<file path="src/fas_pkg.sv">
package fas_pkg;

  // ---------------------------------------------------------------
  // register indices on the plain register port
  // ---------------------------------------------------------------
  localparam logic [7:0]  ADDR_AUX_UNDER_HOT_ALERT   = 8'h0d;
  localparam logic [7:0]  ADDR_CMP_CELL_OVER_ALERT   = 8'h0e;
  localparam logic [7:0]  ADDR_CMP_CELL_UNDER_ALERT  = 8'h0f;
  localparam logic [7:0]  ADDR_AUX_UNDER_ALERT_EN    = 8'h20;
  localparam logic [7:0]  ADDR_CELL_OVER_ALERT_EN    = 8'h21;
  localparam logic [7:0]  ADDR_CELL_UNDER_ALERT_EN   = 8'h22;
  localparam logic [7:0]  ADDR_IRQ_STATUS            = 8'h23;
  localparam logic [7:0]  ADDR_IRQ_MASK              = 8'h24;

  // ---------------------------------------------------------------
  // widths and reset values
  // ---------------------------------------------------------------
  localparam int          DATA_W      = 16;
  localparam int          AUX_N       = 4;
  localparam int          CELL_N      = 14;
  localparam int          EVT_N       = 3;
  localparam logic [15:0] ALERT_RESET = 16'h0000;
  localparam logic [3:0]  AUX_EN_RESET  = 4'h0;
  localparam logic [13:0] CELL_EN_RESET = 14'h0000;
  localparam logic [2:0]  IRQ_RESET     = 3'h0;

  // ---------------------------------------------------------------
  // interrupt event bit positions
  // ---------------------------------------------------------------
  localparam int EVT_AUX_UNDER  = 0;
  localparam int EVT_CELL_OVER  = 1;
  localparam int EVT_CELL_UNDER = 2;

  // ---------------------------------------------------------------
  // state of the top module and the interrupt block
  // ---------------------------------------------------------------
  typedef struct packed {
    logic [3:0]  aux_en;
    logic [13:0] ov_en;
    logic [13:0] uv_en;
    logic [15:0] rdata;
  } fas_top_state_t;

  typedef struct packed {
    logic [2:0] status;
    logic [2:0] mask;
  } fas_irq_state_t;

endpackage

</file>
<file path="src/fas_irq_if.sv">
`timescale 1ns/100ps
interface fas_irq_if;
  logic [2:0] evt;       // one-cycle event pulses
  logic       clr_wr;    // write one to clear status
  logic       mask_wr;   // write mask
  logic [2:0] wdata;
  logic [2:0] status;
  logic [2:0] mask;
  logic       irq;

  modport ctl (
    output evt,
    output clr_wr,
    output mask_wr,
    output wdata,
    input  status,
    input  mask,
    input  irq
  );

  modport irqs (
    input  evt,
    input  clr_wr,
    input  mask_wr,
    input  wdata,
    output status,
    output mask,
    output irq
  );
endinterface

</file>
<file path="src/fas_alert_core.sv">
`timescale 1ns/100ps
module fas_alert_core #(
  parameter int W = 4
) (
  input  wire logic         clk_i,
  input  wire logic         rst_n_i,
  input  wire logic         ce_i,
  input  wire logic         acq_i,
  input  wire logic [W-1:0] cond_i,
  input  wire logic [W-1:0] en_i,
  output logic      [W-1:0] flags_o,
  output logic              rise_o
);

  // ---------------------------------------------------------------
  // flag update at each acquisition
  // ---------------------------------------------------------------
  typedef struct packed {
    logic [W-1:0] flags;
  } fas_core_state_t;

  fas_core_state_t s_q;
  fas_core_state_t s_d;

  // a set flag holds while its condition stays; new ones need enable
  always_comb begin
    s_d = s_q;
    if (acq_i) begin
      s_d.flags = cond_i & (en_i | s_q.flags);
    end
  end

  always_ff @(posedge clk_i or negedge rst_n_i) begin
    if (!rst_n_i) begin
      s_q <= '0;
    end else if (ce_i) begin
      s_q <= s_d;
    end
  end

  // any flag newly raised in this cycle
  assign rise_o  = ce_i & |(s_d.flags & ~s_q.flags);
  assign flags_o = s_q.flags;

endmodule

</file>
<file path="src/fas_irq.sv">
`timescale 1ns/100ps
module fas_irq (
  input  wire logic clk_i,
  input  wire logic rst_n_i,
  input  wire logic ce_i,
  fas_irq_if.irqs   bus
);

  // ---------------------------------------------------------------
  // sticky status and mask
  // ---------------------------------------------------------------
  fas_pkg::fas_irq_state_t s_q;
  fas_pkg::fas_irq_state_t s_d;

  // set beats a clear landing in the same cycle
  always_comb begin
    s_d = s_q;
    if (bus.clr_wr) begin
      s_d.status = s_q.status & ~bus.wdata;
    end
    s_d.status = s_d.status | bus.evt;
    if (bus.mask_wr) begin
      s_d.mask = bus.wdata;
    end
  end

  always_ff @(posedge clk_i or negedge rst_n_i) begin
    if (!rst_n_i) begin
      s_q <= {fas_pkg::IRQ_RESET, fas_pkg::IRQ_RESET};
    end else if (ce_i) begin
      s_q <= s_d;
    end
  end

  assign bus.status = s_q.status;
  assign bus.mask   = s_q.mask;
  assign bus.irq    = |(s_q.status & s_q.mask);

endmodule

</file>
<file path="src/fas_alert_regs.sv">
// Strobed register access was chosen for this implementation.
`timescale 1ns/100ps
// Function
// - four aux undervoltage flags, gated by enable
// - aux flag held until acquisition clears it
// - fourteen cell overvoltage flags, gated by enable
// - overvoltage flag clears only when resolved
// - overvoltage register, fourteen bits, reset zero
// - cell n sits in bit n-1
// - undervoltage register, fourteen bits, reset zero
module fas_alert_regs (
  input  wire logic        CORE_CLK_I,
  input  wire logic        RESETN_I,
  input  wire logic        CE_I,
  input  wire logic [7:0]  ADDR_I,
  input  wire logic [15:0] WDATA_I,
  input  wire logic        WR_I,
  input  wire logic        RD_I,
  output logic      [15:0] RDATA_O,
  input  wire logic        AUX_ACQ_DONE_I,
  input  wire logic        COMP_ACQ_DONE_I,
  input  wire logic [3:0]  AUX_UNDER_COND_I,
  input  wire logic [13:0] CELL_OVER_COND_I,
  input  wire logic [13:0] CELL_UNDER_COND_I,
  output logic             IRQ_O
);

  // ---------------------------------------------------------------
  // address decode
  // ---------------------------------------------------------------
  function automatic logic hit(input logic [7:0] a, input logic [7:0] r);
    hit = (a == r);
  endfunction

  fas_pkg::fas_top_state_t s_q;
  fas_pkg::fas_top_state_t s_d;

  logic [3:0]  aux_under_hot_flags;
  logic [13:0] comparator_cell_over_flags;
  logic [13:0] comparator_cell_under_flags;
  logic        aux_rise;
  logic        ov_rise;
  logic        uv_rise;

  fas_irq_if irq_bus ();

  // ---------------------------------------------------------------
  // alert flag engines
  // ---------------------------------------------------------------
  // aux undervoltage flags, updated per measurement acquisition
  fas_alert_core #(
    .W (fas_pkg::AUX_N)
  ) u_aux_under (
    .clk_i   (CORE_CLK_I),
    .rst_n_i (RESETN_I),
    .ce_i    (CE_I),
    .acq_i   (AUX_ACQ_DONE_I),
    .cond_i  (AUX_UNDER_COND_I),
    .en_i    (s_q.aux_en),
    .flags_o (aux_under_hot_flags),
    .rise_o  (aux_rise)
  );

  // cell overvoltage flags, bit n-1 carries cell n
  fas_alert_core #(
    .W (fas_pkg::CELL_N)
  ) u_cell_over (
    .clk_i   (CORE_CLK_I),
    .rst_n_i (RESETN_I),
    .ce_i    (CE_I),
    .acq_i   (COMP_ACQ_DONE_I),
    .cond_i  (CELL_OVER_COND_I),
    .en_i    (s_q.ov_en),
    .flags_o (comparator_cell_over_flags),
    .rise_o  (ov_rise)
  );

  // cell undervoltage flags from the comparator engine
  fas_alert_core #(
    .W (fas_pkg::CELL_N)
  ) u_cell_under (
    .clk_i   (CORE_CLK_I),
    .rst_n_i (RESETN_I),
    .ce_i    (CE_I),
    .acq_i   (COMP_ACQ_DONE_I),
    .cond_i  (CELL_UNDER_COND_I),
    .en_i    (s_q.uv_en),
    .flags_o (comparator_cell_under_flags),
    .rise_o  (uv_rise)
  );

  // ---------------------------------------------------------------
  // interrupt block
  // ---------------------------------------------------------------
  // events and software writes toward the interrupt block
  assign irq_bus.evt     = {uv_rise, ov_rise, aux_rise};
  assign irq_bus.clr_wr  = CE_I & WR_I & hit(ADDR_I, fas_pkg::ADDR_IRQ_STATUS);
  assign irq_bus.mask_wr = CE_I & WR_I & hit(ADDR_I, fas_pkg::ADDR_IRQ_MASK);
  assign irq_bus.wdata   = WDATA_I[2:0];

  fas_irq u_irq (
    .clk_i   (CORE_CLK_I),
    .rst_n_i (RESETN_I),
    .ce_i    (CE_I),
    .bus     (irq_bus.irqs)
  );

  // ---------------------------------------------------------------
  // register writes and read data
  // ---------------------------------------------------------------
  // only the enable and interrupt registers take writes; alert registers never do
  always_comb begin
    s_d       = s_q;
    s_d.rdata = '0;
    if (WR_I) begin
      if (hit(ADDR_I, fas_pkg::ADDR_AUX_UNDER_ALERT_EN)) begin
        s_d.aux_en = WDATA_I[3:0];
      end
      if (hit(ADDR_I, fas_pkg::ADDR_CELL_OVER_ALERT_EN)) begin
        s_d.ov_en = WDATA_I[13:0];
      end
      if (hit(ADDR_I, fas_pkg::ADDR_CELL_UNDER_ALERT_EN)) begin
        s_d.uv_en = WDATA_I[13:0];
      end
    end
    if (RD_I) begin
      unique case (ADDR_I)
        fas_pkg::ADDR_AUX_UNDER_HOT_ALERT: begin
          s_d.rdata = {12'h000, aux_under_hot_flags};
        end
        fas_pkg::ADDR_CMP_CELL_OVER_ALERT: begin
          s_d.rdata = {2'h0, comparator_cell_over_flags};
        end
        fas_pkg::ADDR_CMP_CELL_UNDER_ALERT: begin
          s_d.rdata = {2'h0, comparator_cell_under_flags};
        end
        fas_pkg::ADDR_AUX_UNDER_ALERT_EN: begin
          s_d.rdata = {12'h000, s_q.aux_en};
        end
        fas_pkg::ADDR_CELL_OVER_ALERT_EN: begin
          s_d.rdata = {2'h0, s_q.ov_en};
        end
        fas_pkg::ADDR_CELL_UNDER_ALERT_EN: begin
          s_d.rdata = {2'h0, s_q.uv_en};
        end
        fas_pkg::ADDR_IRQ_STATUS: begin
          s_d.rdata = {13'h0, irq_bus.status};
        end
        fas_pkg::ADDR_IRQ_MASK: begin
          s_d.rdata = {13'h0, irq_bus.mask};
        end
        default: begin
          s_d.rdata = '0;                                      // unmapped reads zero
        end
      endcase
    end
  end

  // state register, frozen while the clock enable is low
  always_ff @(posedge CORE_CLK_I or negedge RESETN_I) begin
    if (!RESETN_I) begin
      s_q <= {fas_pkg::AUX_EN_RESET, fas_pkg::CELL_EN_RESET,
              fas_pkg::CELL_EN_RESET, fas_pkg::ALERT_RESET};
    end else if (CE_I) begin
      s_q <= s_d;
    end
  end

  assign RDATA_O = s_q.rdata;
  assign IRQ_O   = irq_bus.irq;

endmodule

</file>
<file path="config.mk">
export PLATFORM = sky130hd
export DESIGN_NAME = fas_alert_regs
export DESIGN_NICKNAME = d
export VERILOG_FILES = /design/src/fas_pkg.sv /design/src/fas_irq_if.sv /design/src/fas_alert_core.sv /design/src/fas_irq.sv /design/src/fas_alert_regs.sv
export SDC_FILE = /design/constraint.sdc
export NUM_CORES = 1
export LEC_CHECK = 0
export BUFFER_PORTS_ARGS = -buffer_cell sky130_fd_sc_hd__buf_2
export CORE_UTILIZATION = 30
export DETAILED_ROUTE_END_ITERATION = 8
export PLACE_DENSITY = 0.52
export SLEW_MARGIN = 30
export SYNTH_ARGS = -nofsm -noshare
export SYNTH_HDL_FRONTEND = slang
export SYNTH_SLANG_ARGS = --single-unit
export TNS_END_PERCENT = 100
</file>
<file path="constraint.sdc">
create_clock -name CORE_CLK_I -period 3.8 [get_ports CORE_CLK_I]
set_clock_uncertainty 0.2 [all_clocks]
set_input_delay 0.95 -clock CORE_CLK_I [delete_from_list [all_inputs] [get_ports CORE_CLK_I]]
set_output_delay 0.95 -clock CORE_CLK_I [all_outputs]
set_load 0.02 [all_outputs]
</file>
==> flow_summary_export.csv <==
group,metric,value,unit
status,run_status,"complete, no violations",
setup_path,timing.critical_path.arrival,2.72,ns
finish,instances_no_fill,674,
sta,rsz_0062_raised_after_global_routing,"false",
finish,final.fill_count,1400,
clocking,root_buffer,"sky130_fd_sc_hd__clkbuf_16",
clocking,tritoncts,"done",
sta,fmaxAchievable,377,MHz
hold_path,min-delay-path-class,"reg -> reg",
global_route,global_route_wire_length_before_repair,19300,um
setup_path,critical_path.cell_chain,"buf_2 -> inv_1 -> nor2_1 -> a22oi_1 -> o22a_1 -> o2bb2ai_1",
setup_path,cp_data_required_time,3.86,ns
sta,final_max_slew_viol_count,0,
yosys,synth_area,4240,um^2
clocking,post_cts.resized_instances,0,
detailed_routing,dr_wl_met2,5570,um
setup_path,reg2regPathDepth,5,
floorplanning,initial_utilization,30.7,%
finish,layout.nets,552,
pwr,vdd_drop_max,185,uV
global_route,grt_pass1_vias,3426,
global_route,maximum_number_of_pins_on_one_net_before_global_route_repair,85,
global_route,antenna_found_initial,0,
floorplanning,num_rows,43,
finish,synthToLayoutAreaGrowth,18.1,%
floorplanning,die_height,121,um
detailed_routing,drt_wl_total,12300,um
placement,port_buffers,75,
sta,final-setup-viol-count,0,
placement,routabilityCongestion,0.803,
floorplanning,floorplan.die.width,121,um
yosys,synth.distinct_cells,41,
global_route,grt_use_total,17.8,%
sta,period_needed,2.66,ns
finish,antennaDiodeCount,0,
setup_path,critical-path-slowest-cell,"sky130_fd_sc_hd__buf_2",
clocking,cts_setup_buffers,0,
floorplanning,io-pin-count,80,
finish,area.sequential,2100,um^2
yosys,async_flop_share,100,%
sta,maxSlewHeadroom,48.5,%
detailed_routing,vias_per_cell,5.17,
job,drv_cap,0,
sta,setup-tns-final,0,ns
clocking,clock_insertion_delay_worst_skew,0.34,ns
yosys,synth_top_flop_cell,"sky130_fd_sc_hd__dfrtp_1",
detailed_routing,met1Wirelength,5800,um
clocking,clock_buffer_depth,2,
sta,hold_viol,0,
setup_path,crit_end_category,"flop",
yosys,syn_inst,431,
yosys,synth_enable_flop_cells,0,
setup_path,crit_path_max_fanout,34,
detailed_routing,route.met3.wl,765,um
detailed_routing,first_pass_iters,5,
detailed_routing,detailroute.via_count,3484,
yosys,ys_seq_area_share,49.6,%
clocking,cts-htree-levels,3,
setup_path,crit_path_max_incr_delay,0.59,ns
floorplanning,core,13800,um^2
sta,final_min_period_over_clock_period,69.9,%
setup_path,crit_type,"in -> reg",
clocking,clock_sink_count,84,
finish,multi_input_area,1900,um^2
detailed_routing,wire_per_inst,18.2,um
setup_path,worstSetupStartpointType,"input pin",
sta,max_slew.worst_pin.slew,0.773,ns
yosys,synth.ff_latch_count,84,
detailed_routing,top_signal_layer_used,"met4",
global_route,globalRoute.totalOverflow,0,
clocking,clkSlewWorstSetupHoldPaths,0.06,ns
pwr,power_leakage,2.35,nW
floorplanning,floorplan_die_area,14600,um^2
detailed_routing,route.detailed.drc,0,
hold_path,hold-path-cell-count,1,
yosys,postSynthAreaPerCell,9.84,um^2
placement,dp_cells,658,
finish,fraction_of_final_layout_cells_sized_beyond_drive_strength_1,26.9,%
detailed_routing,route.antenna.remaining_nets,0,
yosys,synth-warning-count,0,
clocking,number_of_cts_inserted_buffers,9,
pwr,power-per-cell-area,422,nW/um^2
clocking,cts.hold.buffers_added,0,
pwr,power,2.11,mW
detailed_routing,detail_route.iter0.violations,189,
placement,dp.final_hpwl,8950,um
-- flip-flops by register name (all words and copies together) (netlist names) --
name	flops
RDATA_O	14
u_aux_under.flags_o	4
u_cell_under.flags_o	14
s_q	32
u_irq.bus.mask	3
u_irq.bus.status	3
u_cell_over.flags_o	14
-- layout by cell type (no fill, tap or decap), types with 2 or more instances in the layout --
master	n
sky130_fd_sc_hd__nor3b_4	2
sky130_fd_sc_hd__nor2_1	76
sky130_fd_sc_hd__o22a_1	3
sky130_fd_sc_hd__nand4_1	2
sky130_fd_sc_hd__mux2_2	27
sky130_fd_sc_hd__a31oi_1	12
sky130_fd_sc_hd__o21ai_0	10
sky130_fd_sc_hd__buf_2	74
sky130_fd_sc_hd__a22o_1	2
sky130_fd_sc_hd__nor3_1	2
sky130_fd_sc_hd__inv_1	7
sky130_fd_sc_hd__a21oi_1	34
sky130_fd_sc_hd__mux2i_1	8
sky130_fd_sc_hd__mux2_1	8
sky130_fd_sc_hd__nand2_1	44
sky130_fd_sc_hd__nor4_1	2
sky130_fd_sc_hd__clkbuf_1	2
sky130_fd_sc_hd__or4_1	2
sky130_fd_sc_hd__mux4_2	2
sky130_fd_sc_hd__nor3_2	2
sky130_fd_sc_hd__dfrtp_1	84
sky130_fd_sc_hd__conb_1	2
sky130_fd_sc_hd__buf_4	8
sky130_fd_sc_hd__nand2b_1	4
sky130_fd_sc_hd__bufinv_16	2
sky130_fd_sc_hd__o22ai_1	18
sky130_fd_sc_hd__a22oi_1	17
sky130_fd_sc_hd__clkbuf_16	9
sky130_fd_sc_hd__o2bb2ai_1	8
sky130_fd_sc_hd__nand3_1	5
-- area by class of cell --
class,count,share of cell area [%]
Clock buffer,11,4.65
Clock inverter,5,1.70
Inverter,7,0.524
Multi-Input combinational cell,304,37.9
Sequential cell,84,42.0
Tap cell,180,4.50
Timing Repair Buffer,83,8.82
-- Yosys cell counts, drive strengths merged (2+ instances only) --
master	number	area share (%)
nor2	76	6.7
buf	23	3.9
nor3	4	0.71
nand2	44	3.9
o21ai	10	1.2
mux2i	8	1.9
a22o	2	0.41
nand4	3	0.59
mux2	35	9.3
nand2b	4	0.59
nor4	2	0.30
inv	7	0.62
or4	2	0.35
nand3	5	0.59
o22ai	18	2.7
o22a	3	0.62
dfrtp	84	50
nor3b	2	0.89
a31oi	12	1.8
mux4	2	1.1
clkbuf	14	1.2
a22oi	17	3.0
a21oi	34	4.0
o2bb2ai	8	1.7
-- where the power goes --
part           leakage [nW]  switching [mW]  internal, mW
clock                 0.150           0.362         0.580
sequential             1.15          0.0404         0.934
combinational          1.05           0.118        0.0786
-- cells by family (layout without fill, tap and decap cells) --
family	count (synthesis)	count (layout)	synth area share, %
AND/OR/NAND/NOR	147	147	15.6
AO/OA/AOI/OAI	110	110	16.7
flip-flops	84	84	49.6
multiplexers	45	45	12.2
buffers and inverters	44	106	5.78
other	1	2	0.0884
-- per-layer routing --
layer,GRT usage (%),up-vias
met4,6.40,0
li1,-,1648
met3,3.24,11
met2,26.6,121
met1,25.7,1704
met5,0,-
-- final timing paths --
path,from,slack [ns],end
hold reg to reg,RDATA_O[9],0.30,RDATA_O[9]
setup reg to reg,s_q[30],1.71,u_irq.bus.status[1]
min in group asynchronous,RESETN_I,0.45,s_q[37]
setup / recovery,ADDR_I[0],1.14,RDATA_O[12]
hold / removal,RDATA_O[9],0.30,RDATA_O[9]
max in group asynchronous,RESETN_I,2.41,s_q[44]
-- metrics by stage --
stage | setup slack (ns) | util (%) | area (um^2) | hold WS [ns]
after detailed placement | 0.863 | 33.9 | 4690 | 0.287
after CTS | 1.23 | 36.2 | 5010 | 0.302
after floorplan | 1.14 | - | 4240 | 0.256
after global placement | 0.898 | 33.9 | 4690 | 0.279
final | 1.14 | 36.2 | 5010 | 0.300
after global routing | 1.06 | 36.2 | 5010 | 0.330
-- worst max-delay path: cells and delay by family --
family          cells  cell delay (ns)
simple gates        1             0.38
buf+inv             2             0.81
compound gates      3             0.56
Power figures use the tool's default switching activity.
